===== config.mk =====
export PLATFORM = sky130hd
export DESIGN_NAME = fcc_top
export DESIGN_NICKNAME = d
export VERILOG_FILES = /design/src/fcc_pkg.sv /design/src/fcc_key_check.sv /design/src/fcc_top.sv
export SDC_FILE = /design/constraint.sdc
export NUM_CORES = 1
export LEC_CHECK = 0
export ABC_CLOCK_PERIOD_IN_PS = 2500
export BUFFER_PORTS_ARGS = -buffer_cell sky130_fd_sc_hd__buf_4
export CELL_PAD_IN_SITES_DETAIL_PLACEMENT = 1
export CELL_PAD_IN_SITES_GLOBAL_PLACEMENT = 2
export CORE_MARGIN = 1
export CORE_UTILIZATION = 33
export CTS_CLUSTER_SIZE = 25
export DETAILED_ROUTE_END_ITERATION = 7
export GPL_TIMING_DRIVEN = 0
export PLACE_DENSITY = 0.85
export SKIP_LAST_GASP = 1
export SLEW_MARGIN = 20
export SYNTH_ARGS = -nofsm -noshare
export SYNTH_HDL_FRONTEND = slang
export SYNTH_SLANG_ARGS = --single-unit
export TNS_END_PERCENT = 10

===== constraint.sdc =====
create_clock -name clk_sys_in -period 2.5 [get_ports clk_sys_in]
set_clock_uncertainty 0.2 [all_clocks]
set_input_delay 0.25 -clock clk_sys_in [delete_from_list [all_inputs] [get_ports clk_sys_in]]
set_output_delay 0.25 -clock clk_sys_in [all_outputs]
set_load 0.01 [all_outputs]

===== src/fcc_pkg.sv =====
// constants, codes and types shared by the flash command control block
// assumes an 8-bit register port, a 16-bit flash address space, one bus clock
//
// Summary of operation
// - key select low: key-range writes start commands
// - key select high: key-range writes load keys
// - protection register loads nonvolatile byte on first edge after reset release
// - protection register readable, writes ignored
// - boundary field bounds unprotected region; refuse protected
// - disable bit high protects nothing
// - writing one to buffer-empty launches; transfer refills
// - only burst program may wait in buffer
// - complete flag: buffer empty and idle; read-only
// - protected target ignored, sets violation; write-one clears
// - sequence, divider or stop faults set access error
// - access error clears on one, zero ignored
// - blank flag from blank check; clears on launch
// - codes 0x05, 0x20, 0x25 recognised
// - codes 0x40 page erase, 0x41 mass erase
// - any other code sets access error
// - blank pass or key match unsecures device
// - divider loaded flag set by first divider write
package fcc_pkg;
    // register port offsets
    localparam logic [2:0] FCC_OFS_CONFIG  = 3'h0;
    localparam logic [2:0] FCC_OFS_PROTECT = 3'h1;
    localparam logic [2:0] FCC_OFS_STATUS  = 3'h2;
    localparam logic [2:0] FCC_OFS_COMMAND = 3'h3;
    localparam logic [2:0] FCC_OFS_DIVIDER = 3'h4;
    // field positions
    localparam int FCC_CFG_KEYSEL_BIT  = 5;
    localparam int FCC_ST_CBEF_BIT     = 7;
    localparam int FCC_ST_CCF_BIT      = 6;
    localparam int FCC_ST_PVIOL_BIT    = 5;
    localparam int FCC_ST_ACCERR_BIT   = 4;
    localparam int FCC_ST_BLANK_BIT    = 2;
    localparam int FCC_DIV_LOADED_BIT  = 7;
    localparam int FCC_PROT_DIS_BIT    = 0;
    // command codes
    localparam logic [7:0] FCC_CMD_BLANK  = 8'h05;
    localparam logic [7:0] FCC_CMD_BYTE   = 8'h20;
    localparam logic [7:0] FCC_CMD_BURST  = 8'h25;
    localparam logic [7:0] FCC_CMD_PAGE   = 8'h40;
    localparam logic [7:0] FCC_CMD_MASS   = 8'h41;
    // backdoor key range and page size
    localparam logic [15:0] FCC_KEY_FIRST = 16'hFFB0;
    localparam logic [15:0] FCC_KEY_LAST  = 16'hFFB7;
    localparam logic [8:0]  FCC_PAGE_MASK = 9'h1FF;
    localparam logic [2:0]  FCC_KEY_LAST_IDX = 3'h7;
    // security codes and reset values
    localparam logic [1:0] FCC_SEC_UNSECURED = 2'h2;
    localparam logic [7:0] FCC_RST_PROT      = 8'hFF;
    localparam logic [1:0] FCC_RST_SEC       = 2'h0;
    localparam logic [7:0] FCC_RST_BYTE      = 8'h00;
    // command sequence position
    typedef enum logic [1:0] {
        FCC_SEQ_IDLE,
        FCC_SEQ_ADDR,
        FCC_SEQ_CMD
    } fcc_seq_t;
endpackage


===== src/fcc_key_check.sv =====
// backdoor key comparator: eight key bytes written in order against the stored key
// assumes byte 0 of the key sits in the top byte of the stored key input
`timescale 1ns/10ps
module fcc_key_check (
    input  wire logic        clk_sys_in,   // bus clock
    input  wire logic        reset_n_in,   // async reset, active low
    input  wire logic        key_wr_in,    // key byte write strobe
    input  wire logic [2:0]  key_idx_in,   // byte index in key range
    input  wire logic [7:0]  key_data_in,  // written key byte
    input  wire logic [63:0] nv_key_in,    // stored backdoor key
    output logic             key_ok_out    // one-cycle pulse on full match
);
    typedef struct packed {
        logic [2:0] expect_idx;  // next index in sequence
        logic       match;       // all bytes so far matched
        logic       ok;          // match pulse
    } fcc_key_st_t;

    fcc_key_st_t st_q;  // registered state
    fcc_key_st_t st_d;  // next state

    // picks one key byte, byte 0 most significant
    function automatic logic [7:0] key_byte(input logic [63:0] key, input logic [2:0] idx);
        key_byte = key[8'(63 - 8 * int'(idx)) -: 8];
    endfunction

    // compare each write; out-of-order writes poison the whole attempt
    always_comb begin
        logic good;
        good = 1'b0;
        st_d = st_q;
        st_d.ok = 1'b0;
        if (key_wr_in) begin
            good = (key_data_in == key_byte(nv_key_in, key_idx_in));
            if (key_idx_in == 3'h0) begin
                // byte 0 always restarts the attempt
                st_d.match = good;
                st_d.expect_idx = 3'h1;
            end else begin
                st_d.match = st_q.match & good & (key_idx_in == st_q.expect_idx);
                st_d.expect_idx = key_idx_in + 3'h1;
            end
            if (key_idx_in == fcc_pkg::FCC_KEY_LAST_IDX) begin
                st_d.ok = st_d.match;
                st_d.match = 1'b0;
                st_d.expect_idx = 3'h0;
            end
        end
    end

    // state register
    always_ff @(posedge clk_sys_in or negedge reset_n_in) begin
        if (!reset_n_in) begin
            st_q <= '0;
        end else begin
            st_q <= st_d;
        end
    end

    assign key_ok_out = st_q.ok;
endmodule


===== src/fcc_top.sv =====
// flash command control: registers, command sequencing, protection and status
// assumes an array engine that takes a one-cycle start, raises done when finished,
// and reports blank result with done; register port inputs are synchronous
`timescale 1ns/10ps
module fcc_top (
    input  wire logic        clk_sys_in,      // bus clock
    input  wire logic        reset_n_in,      // async reset, active low
    // register port
    input  wire logic [2:0]  reg_addr_in,     // register offset
    input  wire logic [7:0]  reg_wdata_in,    // write data
    input  wire logic        reg_wr_in,       // write strobe
    input  wire logic        reg_rd_in,       // read strobe
    output logic      [7:0]  reg_rdata_out,   // read data, cycle after strobe
    // processor writes into the flash address space
    input  wire logic        arr_wr_in,       // array write strobe
    input  wire logic [15:0] arr_addr_in,     // array write address
    input  wire logic [7:0]  arr_data_in,     // array write data
    // nonvolatile values and system state
    input  wire logic [7:0]  nv_prot_in,      // nonvolatile protect byte
    input  wire logic [1:0]  nv_sec_in,       // nonvolatile security code
    input  wire logic [63:0] nv_key_in,       // nonvolatile backdoor key
    input  wire logic        stop_in,         // stop mode entry request
    // array engine
    input  wire logic        eng_done_in,     // command finished pulse
    input  wire logic        eng_blank_in,    // blank result, valid with done
    output logic             eng_start_out,   // start pulse
    output logic      [7:0]  eng_cmd_out,     // command code
    output logic      [15:0] eng_addr_out,    // target address
    output logic      [7:0]  eng_data_out,    // program data
    output logic             eng_abort_out,   // abort pulse on stop while engine busy
    output logic      [6:0]  div_out,         // clock divider setting
    output logic      [1:0]  sec_code_out     // security state code
);
    typedef struct packed {
        fcc_pkg::fcc_seq_t seq;       // sequence position
        logic [15:0]       addr;      // latched address, also the buffer
        logic [7:0]        data;      // latched data
        logic [7:0]        cmd;       // latched command
        logic              keysel;    // key write select
        logic [7:0]        prot;      // protection register
        logic              loaded;    // nonvolatile values captured
        logic [1:0]        sec;       // security state
        logic              cbef;      // buffer empty
        logic              pviol;     // protection violation
        logic              accerr;    // access error
        logic              blank;     // blank result
        logic              busy;      // engine running
        logic              run_blank; // engine runs a blank check
        logic              run_burst; // engine runs a burst program
        logic              div_ld;    // divider written since reset
        logic [6:0]        div;       // divider value
        logic              start;     // engine start pulse
        logic [7:0]        eng_cmd;   // engine command
        logic [15:0]       eng_addr;  // engine address
        logic [7:0]        eng_data;  // engine data
        logic              abort;     // engine abort pulse
        logic [7:0]        rdata;     // read data
    } fcc_st_t;

    fcc_st_t st_q;  // registered state
    fcc_st_t st_d;  // next state

    logic       key_wr;   // key byte write to comparator
    logic       key_ok;   // comparator match pulse
    logic       in_key;   // array write lands in key range
    logic       launch;   // buffer-empty written with one
    logic [7:0] status;   // composed status byte

    // true when address falls in the backdoor key bytes
    function automatic logic key_range(input logic [15:0] a);
        key_range = (a >= fcc_pkg::FCC_KEY_FIRST) && (a <= fcc_pkg::FCC_KEY_LAST);
    endfunction

    // true when a command may not touch its target
    function automatic logic is_protected(input logic [7:0] prot,
                                          input logic [7:0] cmd,
                                          input logic [15:0] a);
        logic       dis;
        logic [15:0] bound;
        dis   = prot[fcc_pkg::FCC_PROT_DIS_BIT];
        bound = {prot[7:1], fcc_pkg::FCC_PAGE_MASK};
        if (dis) begin
            is_protected = 1'b0;
        end else if (cmd == fcc_pkg::FCC_CMD_MASS) begin
            is_protected = 1'b1;
        end else if (cmd == fcc_pkg::FCC_CMD_BLANK) begin
            is_protected = 1'b0;
        end else begin
            is_protected = (a > bound);
        end
    endfunction

    // recognised command codes; everything else is illegal
    function automatic logic legal_cmd(input logic [7:0] c);
        case (c)
            fcc_pkg::FCC_CMD_BLANK,
            fcc_pkg::FCC_CMD_BYTE,
            fcc_pkg::FCC_CMD_BURST,
            fcc_pkg::FCC_CMD_PAGE,
            fcc_pkg::FCC_CMD_MASS:  legal_cmd = 1'b1;
            default:                legal_cmd = 1'b0;
        endcase
    endfunction

    // key bytes go to the comparator only with key select high
    assign in_key = key_range(arr_addr_in);
    assign key_wr = arr_wr_in & st_q.keysel & in_key;
    assign launch = reg_wr_in && (reg_addr_in == fcc_pkg::FCC_OFS_STATUS)
                    && reg_wdata_in[fcc_pkg::FCC_ST_CBEF_BIT];

    // status byte as software sees it; complete derived, never stored
    always_comb begin
        status = 8'h00;
        status[fcc_pkg::FCC_ST_CBEF_BIT]   = st_q.cbef;
        status[fcc_pkg::FCC_ST_CCF_BIT]    = st_q.cbef & ~st_q.busy;
        status[fcc_pkg::FCC_ST_PVIOL_BIT]  = st_q.pviol;
        status[fcc_pkg::FCC_ST_ACCERR_BIT] = st_q.accerr;
        status[fcc_pkg::FCC_ST_BLANK_BIT]  = st_q.blank;
    end

    fcc_key_check u_key_check (
        .clk_sys_in  (clk_sys_in),
        .reset_n_in  (reset_n_in),
        .key_wr_in   (key_wr),
        .key_idx_in  (arr_addr_in[2:0]),
        .key_data_in (arr_data_in),
        .nv_key_in   (nv_key_in),
        .key_ok_out  (key_ok)
    );

    // next-state logic; later assignments win, so error sets follow their clears
    always_comb begin
        logic fail;
        fail = 1'b0;
        st_d = st_q;
        st_d.start = 1'b0;
        st_d.abort = 1'b0;
        st_d.rdata = 8'h00;

        // capture nonvolatile values once, on the first edge after reset release
        if (!st_q.loaded) begin
            st_d.prot   = nv_prot_in;
            st_d.sec    = nv_sec_in;
            st_d.loaded = 1'b1;
        end

        // software clears by writing ones; zeros leave flags alone
        if (reg_wr_in && (reg_addr_in == fcc_pkg::FCC_OFS_STATUS)) begin
            if (reg_wdata_in[fcc_pkg::FCC_ST_PVIOL_BIT]) begin
                st_d.pviol = 1'b0;
            end
            if (reg_wdata_in[fcc_pkg::FCC_ST_ACCERR_BIT]) begin
                st_d.accerr = 1'b0;
            end
        end

        // plain register writes; protection register ignores writes
        if (reg_wr_in) begin
            case (reg_addr_in)
                fcc_pkg::FCC_OFS_CONFIG: begin
                    st_d.keysel = reg_wdata_in[fcc_pkg::FCC_CFG_KEYSEL_BIT];
                end
                fcc_pkg::FCC_OFS_DIVIDER: begin
                    st_d.div    = reg_wdata_in[6:0];
                    st_d.div_ld = 1'b1;
                end
                fcc_pkg::FCC_OFS_COMMAND: begin
                    // code accepted only right after the address write
                    if (st_q.seq != fcc_pkg::FCC_SEQ_ADDR) begin
                        fail = 1'b1;
                    end else if (!legal_cmd(reg_wdata_in)) begin
                        fail = 1'b1;
                    end else begin
                        st_d.cmd = reg_wdata_in;
                        st_d.seq = fcc_pkg::FCC_SEQ_CMD;
                    end
                end
                default: begin
                    // protection, status and unmapped: no stored effect here
                end
            endcase
        end

        // array write starts a sequence; key range counts unless key select is set
        if (arr_wr_in && !(st_q.keysel && in_key)) begin
            if (!st_q.div_ld) begin
                fail = 1'b1;
            end else if ((st_q.seq != fcc_pkg::FCC_SEQ_IDLE) || !st_q.cbef) begin
                fail = 1'b1;
            end else begin
                st_d.addr = arr_addr_in;
                st_d.data = arr_data_in;
                st_d.seq  = fcc_pkg::FCC_SEQ_ADDR;
            end
        end

        // launch: only a complete sequence, and only a burst behind a burst
        if (launch) begin
            if (st_q.seq != fcc_pkg::FCC_SEQ_CMD) begin
                fail = 1'b1;
            end else if (st_q.busy && !(st_q.run_burst
                         && (st_q.cmd == fcc_pkg::FCC_CMD_BURST))) begin
                fail = 1'b1;
            end else if (is_protected(st_q.prot, st_q.cmd, st_q.addr)) begin
                st_d.pviol = 1'b1;
                st_d.seq   = fcc_pkg::FCC_SEQ_IDLE;
            end else begin
                st_d.cbef  = 1'b0;
                st_d.blank = 1'b0;
                st_d.seq   = fcc_pkg::FCC_SEQ_IDLE;
            end
        end

        // engine finished: blank result and possible unlock
        if (eng_done_in && st_q.busy) begin
            st_d.busy = 1'b0;
            if (st_q.run_blank) begin
                st_d.blank = eng_blank_in;
                if (eng_blank_in) begin
                    st_d.sec = fcc_pkg::FCC_SEC_UNSECURED;
                end
            end
        end

        // buffered command moves into the array once the engine is free
        if (!st_q.cbef && !st_q.busy) begin
            st_d.start     = 1'b1;
            st_d.eng_cmd   = st_q.cmd;
            st_d.eng_addr  = st_q.addr;
            st_d.eng_data  = st_q.data;
            st_d.busy      = 1'b1;
            st_d.cbef      = 1'b1;
            st_d.run_blank = (st_q.cmd == fcc_pkg::FCC_CMD_BLANK);
            st_d.run_burst = (st_q.cmd == fcc_pkg::FCC_CMD_BURST);
        end

        // correct key entry unlocks until next reset
        if (key_ok) begin
            st_d.sec = fcc_pkg::FCC_SEC_UNSECURED;
        end

        // any sequence fault drops the partial command
        if (fail) begin
            st_d.accerr = 1'b1;
            st_d.seq    = fcc_pkg::FCC_SEQ_IDLE;
        end

        // stop during activity kills everything; takes precedence over issue
        if (stop_in && (st_q.busy || !st_q.cbef || (st_q.seq != fcc_pkg::FCC_SEQ_IDLE))) begin
            st_d.accerr    = 1'b1;
            st_d.seq       = fcc_pkg::FCC_SEQ_IDLE;
            st_d.busy      = 1'b0;
            st_d.cbef      = 1'b1;
            st_d.start     = 1'b0;
            st_d.abort     = st_q.busy | st_d.start;
            st_d.run_blank = 1'b0;
            st_d.run_burst = 1'b0;
        end

        // read mux; data shows only in the cycle after the strobe
        if (reg_rd_in) begin
            case (reg_addr_in)
                fcc_pkg::FCC_OFS_CONFIG: begin
                    st_d.rdata = 8'h00;
                    st_d.rdata[fcc_pkg::FCC_CFG_KEYSEL_BIT] = st_q.keysel;
                end
                fcc_pkg::FCC_OFS_PROTECT: st_d.rdata = st_q.prot;
                fcc_pkg::FCC_OFS_STATUS:  st_d.rdata = status;
                fcc_pkg::FCC_OFS_COMMAND: st_d.rdata = st_q.cmd;
                fcc_pkg::FCC_OFS_DIVIDER: st_d.rdata = {st_q.div_ld, st_q.div};
                default:                  st_d.rdata = 8'h00;    // unmapped reads zero
            endcase
        end
    end

    // state register; reset leaves buffer empty and idle, so complete reads one
    always_ff @(posedge clk_sys_in or negedge reset_n_in) begin
        if (!reset_n_in) begin
            st_q       <= '0;
            st_q.seq   <= fcc_pkg::FCC_SEQ_IDLE;
            st_q.prot  <= fcc_pkg::FCC_RST_PROT;
            st_q.sec   <= fcc_pkg::FCC_RST_SEC;
            st_q.cmd   <= fcc_pkg::FCC_RST_BYTE;
            st_q.cbef  <= 1'b1;
        end else begin
            st_q <= st_d;
        end
    end

    // outputs straight from the state register
    assign reg_rdata_out = st_q.rdata;
    assign eng_start_out = st_q.start;
    assign eng_cmd_out   = st_q.eng_cmd;
    assign eng_addr_out  = st_q.eng_addr;
    assign eng_data_out  = st_q.eng_data;
    assign eng_abort_out = st_q.abort;
    assign div_out       = st_q.div;
    assign sec_code_out  = st_q.sec;
endmodule


==> results of run 1 <==
per-layer routing:
layer	up-vias	GRT usage	wire length, µm
li1	2036	-	-
met1	2176	0.217	6400
met2	132	0.350	8440
met3	15	0.0433	818
met4	0	0.0632	241
met5	-	0	0
power groups by stage:
stage	clock (mW)	combinational [mW]	sequential (mW)
after CTS	1.46	1.60	2.38
final	1.42	1.58	2.38
after global placement	0	1.49	2.39
after floorplan	0	0.959	2.31
after detailed placement	0	1.53	2.41
after global routing	1.54	1.73	2.43
flip-flops by register name (all words and copies together) (netlist names), 2 cells and up:
| name | count |
|---|---|
| st_q | 52 |
| eng_addr_out | 16 |
| eng_cmd_out | 8 |
| eng_data_out | 8 |
| reg_rdata_out | 8 |
| div_out | 7 |
| u_key_check.st_q | 4 |
| sec_code_out | 2 |
layout by cell type, fill, tap and decap left out, types with 3 or more instances in the layout:
cell type / instances
a21oi_1: 8
a22oi_1: 5
and2_1: 13
buf_4: 212
clkbuf_1: 13
clkbuf_16: 9
clkbuf_8: 3
dfrtp_1: 99
dfstp_2: 9
dlygate4sd3_1: 43
ha_1: 10
inv_1: 14
mux2_2: 76
mux2i_1: 15
mux4_2: 15
nand2_1: 22
nand2b_1: 4
nand3_1: 12
nand3b_1: 3
nand4_1: 8
nand4b_1: 3
nor2_1: 11
nor2b_1: 3
nor3_1: 5
nor4_1: 3
o21ai_0: 20
xnor2_1: 4
xor2_1: 6
final cells by class:
class,instances,share of cell area
clock inverter,4,0.00395
multi-input combinational,273,0.307
inverter,15,0.00711
sequential,108,0.343
buffer,67,0.0564
clock buffer,12,0.0337
tap,220,0.0348
timing repair buffer,208,0.214
antenna,1,0.000316
how the worst min path moves through the flow:
stage,depth (start not counted),start,to,slack (ns)
final,3,nv_sec_in[0],sec_code_out[0],0.01
after global routing,3,nv_sec_in[0],sec_code_out[0],0.04
after CTS,3,nv_sec_in[0],sec_code_out[0],0.02
after detailed placement,1,u_key_check.key_ok_out,sec_code_out[0],0.23
after global placement,1,u_key_check.key_ok_out,sec_code_out[0],0.22
after floorplan,0,reset_n_in,div_out[0],-0.25
timing repair:
| item | CTS | global route |
|---|---|---|
| gates resized for setup | 4 | 2 |
| hold buffers | 43 | 0 |
| buffers inserted | 0 | 0 |
| pin swaps | 3 | 0 |
| hold endpoints to repair | 150 | 0 |
| endpoints found under the setup margin | 23 | 42 |
stage by stage:
step                 util  std cells
finish              0.476        908
global route        0.476        908
CTS                 0.474        906
detailed placement  0.430        847
global placement    0.429        847
floorplan               -        463
logic make-up (layout without fill, tap and decap cells):
kind of cell,count (synthesis),after routing,synth area share
other,1,2,0.000665
buffers and inverters,82,306,0.0888
xor gates and xnor gates,10,10,0.0155
DFF,108,108,0.481
adders and majority gates,10,10,0.0222
muxes,107,107,0.243
AOI/OAI and AO/OA,50,50,0.0570
and+or+nand+nor,95,95,0.0914
critical path, cell delays in order (launching register included):
cell	delay [ns]
dfrtp_1	0.42
nand4b_1	0.12
nor4_1	0.08
nand2b_1	0.18
nor2_1	0.47
clkbuf_1	0.54
mux2_2	0.41
==> summary.txt, run 1 <==
Floorplan
  • Die height: roughly 130 µm
  • Die Wd: 133 µm
  • Initial Util: 0.339
  • Num ports: 168
  • Rows: 47
  • Core area: between 15000 and 20000 µm²
  • Die Area: 17600 µm²

Yosys
  • Synth top cells by count: 99 x dfrtp_1, 76 x mux2_2, 49 x buf_4
  • Syn. warnings: 0
  • Gate Count Post-Synth: approximately 460
  • Synth cell types: between 40 and 50
  • Ys flop type: dfrtp_1
  • Syn_nets: just under 600
  • Synth Area per Inst: between 10 and 15 µm²
  • Cell area after synthesis: between 5000 and 6000 µm²
  • Most common cell in the netlist: dfrtp_1
  • EDFF count, synth: 0
  • Sequential fraction of the synthesis area: 0.481
  • Post-synth top area share: 0.439
  • Async S/R FF share, synth: 1.00
  • Yosys reg bits: 108
  • Leading area contributor after synthesis: dfrtp_1
  • Ranking of synthesized cells by area: dfrtp_1 44%, mux2_2 15%, buf_4 6.5%

Placement
  • DP HPWL: 12.2 mm
  • I/O Buffers: around 160
  • DP Worst Slack: -0.521 ns
  • Final GP Congestion: between 0.8 and 0.9
  • DP Area: roughly 7100 µm²

Critical path
  • Crit path DAT: 2.57 ns
  • Worst setup EP type: flop
  • Critical path class: reg -> reg
  • R2R setup slack: -0.03 ns
  • RR Startpoint: st_q[68]
  • Startpoint types: flop
  • Critical Path Sink: st_q[93]
  • Worst reg2reg endpoint: st_q[93]
  • Reg2Reg Depth: 6
  • Worst Setup SP: st_q[68]
  • Worst-path maximum fanout: 10
  • Req. time, crit path: 2.54 ns

Hold path
  • Worst Hold Class: in -> reg

Detailed routing
  • Post-route ant nets: 0
  • Iteration count of the initial detailed-routing pass: 4
  • Violation count after the first detailed-route iteration: ~180
  • DR DRC count: 0
  • Drt total wl: 15.9 mm
  • DR WL/cell: 17.5 µm
  • Via count: approximately 4400
  • Drt via density: roughly 4.8

Layout
  • Share of layout cells above drive strength 1: 0.498
  • Post-Layout Inst Area: 7910 µm²
  • Area grow syn2layout: 40.4%
  • # fillers: around 1800
  • Storage cell area: 2710 µm²
  • Multi-input logic area: between 2000 and 2500 µm²
  • Nets: about 810

Timing
  • RSZ-0062 raised after global routing: true
  • Endpoints failing hold: 0
  • Slew margin rel.: 0.396
  • Total Neg Setup Slack: -0.212 ns
  • Tmin final: about 2.5 ns
  • Slew Viols, Final: 0
  • Fmax: approximately 400 MHz
  • Min Hold Slack: about 0.012 ns
  • Worst slew pin tran: 0.903 ns
  • Final setup fails: 14
  • Final WS setup: -0.0286 ns
  • Fin crit share: 1.01

Clock network
  • Root buf cell: clkbuf_16
  • CTS Buffer Depth: 2
  • Htree depth: 3
  • Clk slew on worst S/H paths: about 0.070 ns
  • Worst skew pair latency: about 0.36 ns
  • CTS tree: done
  • Num CTS Buffers: 9
  • Clock sinks: 108

Pwr
  • Power share of the combinational group: 0.293
  • Power Total: 5.38 mW
  • Sw Share: 0.284
  • Net switching power figure: approximately 1.5 mW
  • LEAKAGE: between 3 and 4 nW
  • Reg power frac: 0.442
  • Pwr Density: ~680 nW/µm²
  • VDD IR max: approximately 0.00037 V
  • Pint: between 3 and 4 mW
  • Clock power frac: 0.264

Run status
  • Failing checks: negative setup slack
  • Status: finished, violations left

Flow run
  • Maxcap violations: 0

Global route
  • Total GRT Usage: 0.190
  • Global-route wire length before repair: about 26 mm
  • Grt ovf: 0
  • Initial antenna violation count: 1
  • Vias in the first global route: about 4800
  • Pin count of the biggest net entering global routing: approximately 110
(Power assumes the default switching activity.)
==> run 2, diff against run 1 <==
Settings changed: GPL_TIMING_DRIVEN 0 to 1, REMOVE_ABC_BUFFERS set to 1.
==> summary.txt, run 2 (synthesis gave the netlist of run 1 again) <==
Run status
  • Status: finished, final reports clean

Clock network
  • Clk slew on worst S/H paths: approximately 0.07 ns
  • Worst skew pair latency: 0.36 ns
  • Clock sinks: 108
  • Num CTS Buffers: 9
  • CTS tree: done
  • Htree depth: 3
  • CTS Buffer Depth: 2
  • Root buf cell: clkbuf_16

Timing
  • Slew Viols, Final: 0
  • RSZ-0062 raised after global routing: true
  • Final WS setup: 0.0742 ns
  • Endpoints failing hold: 0
  • Slew margin rel.: 0.487
  • Min Hold Slack: roughly 0.019 ns
  • Fin crit share: 0.970
  • Final setup fails: 0
  • Tmin final: roughly 2.4 ns
  • Fmax: about 410 MHz
  • Worst slew pin tran: around 0.77 ns

Layout
  • Area grow syn2layout: 34.8%
  • Fin util: 0.457
  • Biggest register: st_q
  • Share of layout cells above drive strength 1: 0.484
  • # fillers: around 1800
  • Commonest non-fill, non-tap cell in the layout: buf_4
  • Largest register FFs: 52
  • Most frequent cells in the layout: 180 x buf_4, 99 x dfrtp_1, 76 x mux2_2, 41 x dlygate4sd3_1, 22 x nand2_1
  • Nets: about 760
  • Antenna fix cells: 0

Detailed routing
  • DR DRC count: 0
  • DR WL/cell: 19.3 µm
  • Via count: about 4200
  • Drt via density: approximately 5
  • Post-route ant nets: 0
  • Violation count after the first detailed-route iteration: ~120
  • Drt total wl: between 15 and 20 mm
  • Iteration count of the initial detailed-routing pass: 4

Critical path
  • Worst-path maximum fanout: 8
  • Crit path max-delay cell type: dlygate4sd3_1
  • Crit path DAT: between 2 and 2.5 ns
  • Worst setup EP type: flop
  • Worst path cell trace: dlygate4sd3_1 > buf_4 > nor4_1 > o21ai_0 > nor3_1 > nand2_1 > mux2_2
  • Slowest stage delay, CP: 0.54 ns
  • Startpoint types: primary input
  • Req. time, crit path: about 2.5 ns
  • Critical path class: in -> reg

Floorplan
  • Die height: about 130 µm
  • Initial Util: 0.339
  • Die Wd: around 130 µm
  • Core area: between 15000 and 20000 µm²
  • Die Area: 17600 µm²
  • Num ports: ~170
  • Rows: 47

Placement
  • Final GP Congestion: approximately 0.84
  • DP HPWL: about 13 mm
  • I/O Buffers: between 150 and 200
  • DP Worst Slack: -0.0648 ns

Global route
  • Global-route wire length before repair: between 20 and 30 mm
  • Vias in the first global route: just under 5000
  • Initial antenna violation count: 0
  • Grt ovf: 0
  • Pin count of the biggest net entering global routing: 53
  • Total GRT Usage: 0.200

Flow run
  • Maxcap violations: 0

Pwr
  • Reg power frac: 0.441
  • VDD IR max: 0.000374 V
  • Net switching power figure: approximately 1.5 mW
  • Pwr Density: between 700 and 800 nW/µm²
  • LEAKAGE: ~3.6 nW
  • Clock power frac: 0.295
  • Power share of the combinational group: 0.264
  • Pint: about 3.9 mW
  • Sw Share: 0.281

Hold path
  • Worst Hold Class: in -> reg
run 2: changes by cell type in the layout (fill, tap and decap cells not counted), sizes merged:
| cell | delta |
|---|---|
| clkbuf | -15 |
| clkinv | -1 |
| dlygate4sd3 | -2 |
| inv | -1 |
| buf | -36 |
| bufinv | +2 |
| diode | -1 |
run 2: routing by layer:
layer  GRT usage  vias up  wire length [µm]
met1       0.239     2120              6820
met5           0        -                 0
met2       0.355      163              8450
li1            -     1933                 -
met4      0.0556        0               246
met3      0.0506       21               946
run 2: path summary, 6_finish.rpt:
| check | from | endpoint | slack, ns | depth (start not counted) |
|---|---|---|---|---|
| setup / recovery | reg_wdata_in[1] | st_q[69] | 0.07 | 7 |
| hold / removal | reg_wdata_in[5] | st_q[68] | 0.02 | 2 |
| setup reg to reg | st_q[62] | st_q[53] | 0.09 | 8 |
| hold reg to reg | u_key_check.key_ok_out | sec_code_out[0] | 0.23 | 1 |
| max in group asynchronous | reset_n_in | sec_code_out[1] | 1.06 | 3 |
| min in group asynchronous | reset_n_in | eng_cmd_out[3] | 0.27 | 2 |
run 2: area by class of cell:
class | count | area [µm²] | area share
tap | 220 | 275 | 0.0362
inverter | 15 | 56.3 | 0.00741
clock inverter | 4 | 70.1 | 0.00922
timing repair buffer | 222 | 1780 | 0.234
sequential | 108 | 2710 | 0.357
multi-input combinational | 273 | 2440 | 0.321
clock buffer | 12 | 267 | 0.0351
run 2: timing repair:
action,CTS,global route
setup endpoints to repair,2,10
gates resized for setup,2,2
hold buffers,41,0
pin swaps,1,2
buffers inserted,0,0
endpoints found under the hold margin,88,0
run 2: worst max-delay path, delay by kind of cell:
| kind | cells | cell delay (ns) |
|---|---|---|
| AO/OA/AOI/OAI | 1 | 0.23 |
| AND/OR/NAND/NOR | 3 | 0.96 |
| buffers and inverters | 2 | 0.68 |
| multiplexers | 1 | 0.34 |
run 2: through the flow:
stage,power (mW),area (µm²),std cells,setup TNS (ns)
2_1_floorplan,3.05,5190,396,0
3_3_place_gp,3.73,6840,797,0
3_5_place_dp,3.82,6840,797,-0.0648
4_1_cts,5.49,7590,854,0
5_1_grt,5.73,7600,854,-0.135
6_report,5.45,7600,854,0
run 2: power groups by stage:
stage / Clock, mW / Combinational, mW / Sequential (mW)
after floorplan: 0 / 0.659 / 2.39
after global placement: 0 / 1.32 / 2.41
after detailed placement: 0 / 1.39 / 2.43
after CTS: 1.64 / 1.45 / 2.40
after global routing: 1.71 / 1.57 / 2.46
final: 1.60 / 1.44 / 2.40
==> run 3, diff against run 2 <==
==> constraint.sdc (replaced) <==
create_clock -name clk_sys_in -period 2.5 [get_ports clk_sys_in]
set_clock_uncertainty 0.2 [all_clocks]
set_input_delay 0.75 -clock clk_sys_in [delete_from_list [all_inputs] [get_ports clk_sys_in]]
set_output_delay 0.75 -clock clk_sys_in [all_outputs]
set_load 0.01 [all_outputs]
==> summary.txt, run 3 (synthesis gave the netlist of run 1 again) <==
Run status
  • Status: finished, final reports clean

Global route
  • Grt ovf: 0
  • Pin count of the biggest net entering global routing: 52
  • Vias in the first global route: ~4700
  • Global-route wire length before repair: roughly 26 mm
  • Total GRT Usage: 0.191
  • Initial antenna violation count: 0

Critical path
  • Slowest stage delay, CP: 0.54 ns
  • Worst setup EP type: flop
  • Startpoint types: flop
  • Req. time, crit path: 2.54 ns
  • Delay-heaviest family, CP: simple AND/OR/NAND/NOR gates
  • Most used cell, CP: o21ai_1
  • Worst path cell trace: inv_1 > ha_1 > nand4_1 > or4_4 > o21ai_0 > o21ai_1 > a211oi_2 > o21ai_1
  • Crit path DAT: around 2.5 ns
  • Worst Path Buf+Inv: 1
  • Crit path max-delay cell type: dfstp_2
  • Worst-path maximum fanout: 2
  • Critical path class: reg -> reg

Layout
  • Commonest non-fill, non-tap cell in the layout: buf_4
  • Antenna fix cells: 0
  • Share of layout cells above drive strength 1: 0.542
  • Nets: 736
  • Biggest register: st_q
  • Multi-input logic area: 2480 µm²
  • Most frequent cells in the layout: 197 x buf_4, 99 x dfrtp_1, 76 x mux2_2, 21 x nand2_1, 19 x o21ai_0
  • # fillers: between 1500 and 2000
  • Area grow syn2layout: 30.9%
  • Storage cell area: approximately 2700 µm²
  • Largest register FFs: 52
  • Fin util: 0.444

Detailed routing
  • Iteration count of the initial detailed-routing pass: 4
  • Metal-1 WL: 6.29 mm
  • Drt total wl: ~16 mm
  • Via count: 4107
  • Post-route ant nets: 0
  • Top sig layer: met4
  • Drt via density: 4.92
  • DR DRC count: 0
  • Met2 WL: about 8.2 mm
  • Violation count after the first detailed-route iteration: 137
  • WL met3: ~1.1 mm
  • DR WL/cell: between 15 and 20 µm

Floorplan
  • Rows: 47
  • Initial Util: 0.339
  • Die height: 133 µm
  • Die Wd: 133 µm
  • Die Area: 17600 µm²
  • Core area: about 17000 µm²
  • Num ports: around 170

Placement
  • DP HPWL: ~13 mm
  • I/O Buffers: 167
  • Final GP Congestion: approximately 0.82

Pwr
  • Power Total: approximately 5.3 mW
  • VDD IR max: roughly 0.0004 V
  • Pwr Density: 718 nW/µm²
  • LEAKAGE: around 3.5 nW

Timing
  • Fmax: approximately 410 MHz
  • Slew Viols, Final: 0
  • Fin crit share: 0.977
  • Min Hold Slack: 0.0931 ns
  • Total Neg Setup Slack: 0 ns
  • Worst slew pin tran: 0.772 ns
  • Tmin final: between 2 and 2.5 ns
  • Final setup fails: 0
  • Endpoints failing hold: 0
  • RSZ-0062 raised after global routing: true
  • Slew margin rel.: 0.485

Flow run
  • Maxcap violations: 0

Clock network
  • Clk slew on worst S/H paths: around 0.080 ns
  • Root buf cell: clkbuf_16
  • CTS Buffer Depth: 2
  • Clock sinks: 108
  • Hold buffer count at CTS: 0
  • CTS tree: done
  • Worst skew pair latency: approximately 0.36 ns
  • Htree depth: 3
  • Num CTS Buffers: 9

Hold path
  • Worst Hold Class: in -> async
## run 3: worst reg2reg max path, stage by stage (launching register included)
cell	delay, ns
dfstp_2	0.54
inv_1	0.05
ha_1	0.31
nand4_1	0.18
or4_4	0.47
o21ai_0	0.09
o21ai_1	0.12
a211oi_2	0.29
o21ai_1	0.09
## run 3: timing repair
| action | 4_1_cts | 5_1_grt |
|---|---|---|
| setup buffers | 1 | 0 |
| resized for setup | 4 | 8 |
| setup endpoints to repair | 3 | 10 |
| pin swaps | 2 | 5 |
## run 3: final timing paths
| path | from | to | slack (ns) | cells after the start |
|---|---|---|---|---|
| max | st_q[67] | st_q[53] | 0.06 | 8 |
| min | reset_n_in | st_q[75] | 0.09 | 1 |
| max reg2reg | st_q[67] | st_q[53] | 0.06 | 8 |
| min reg2reg | u_key_check.key_ok_out | sec_code_out[0] | 0.26 | 1 |
| max in group asynchronous | reset_n_in | st_q[61] | 1.36 | 2 |
| min in group clk_sys_in | u_key_check.key_ok_out | sec_code_out[0] | 0.26 | 1 |
## run 3: layout make-up
type,count,area share
flip-flops and latches,108,0.368
multi-input cells,273,0.336
repair buffers,202,0.213
well taps,220,0.0373
clock buffers,9,0.0305
clock inverters,7,0.00864
inverters,15,0.00763
## run 3: report_power, final
part,internal (mW),switching (mW)
clock,0.700,0.711
sequential,2.12,0.276
combinational,0.886,0.607
total,3.70,1.59
## run 3: per-layer routing
metal  global-route usage  vias up
met5                    0        -
met4               0.0645        0
met3               0.0544       18
met2                0.336      152
met1                0.223     2038
li1                     -     1899
## run 3: through the flow
stage | setup WS (ns) | instance area (µm²) | cells
6_report | 0.0572 | 7380 | 834
5_1_grt | -0.0392 | 7380 | 834
4_1_cts | 0.00350 | 7350 | 834
3_5_place_dp | -0.364 | 7030 | 817
2_1_floorplan | -0.334 | 5190 | 396
3_3_place_gp | -0.267 | 7030 | 817
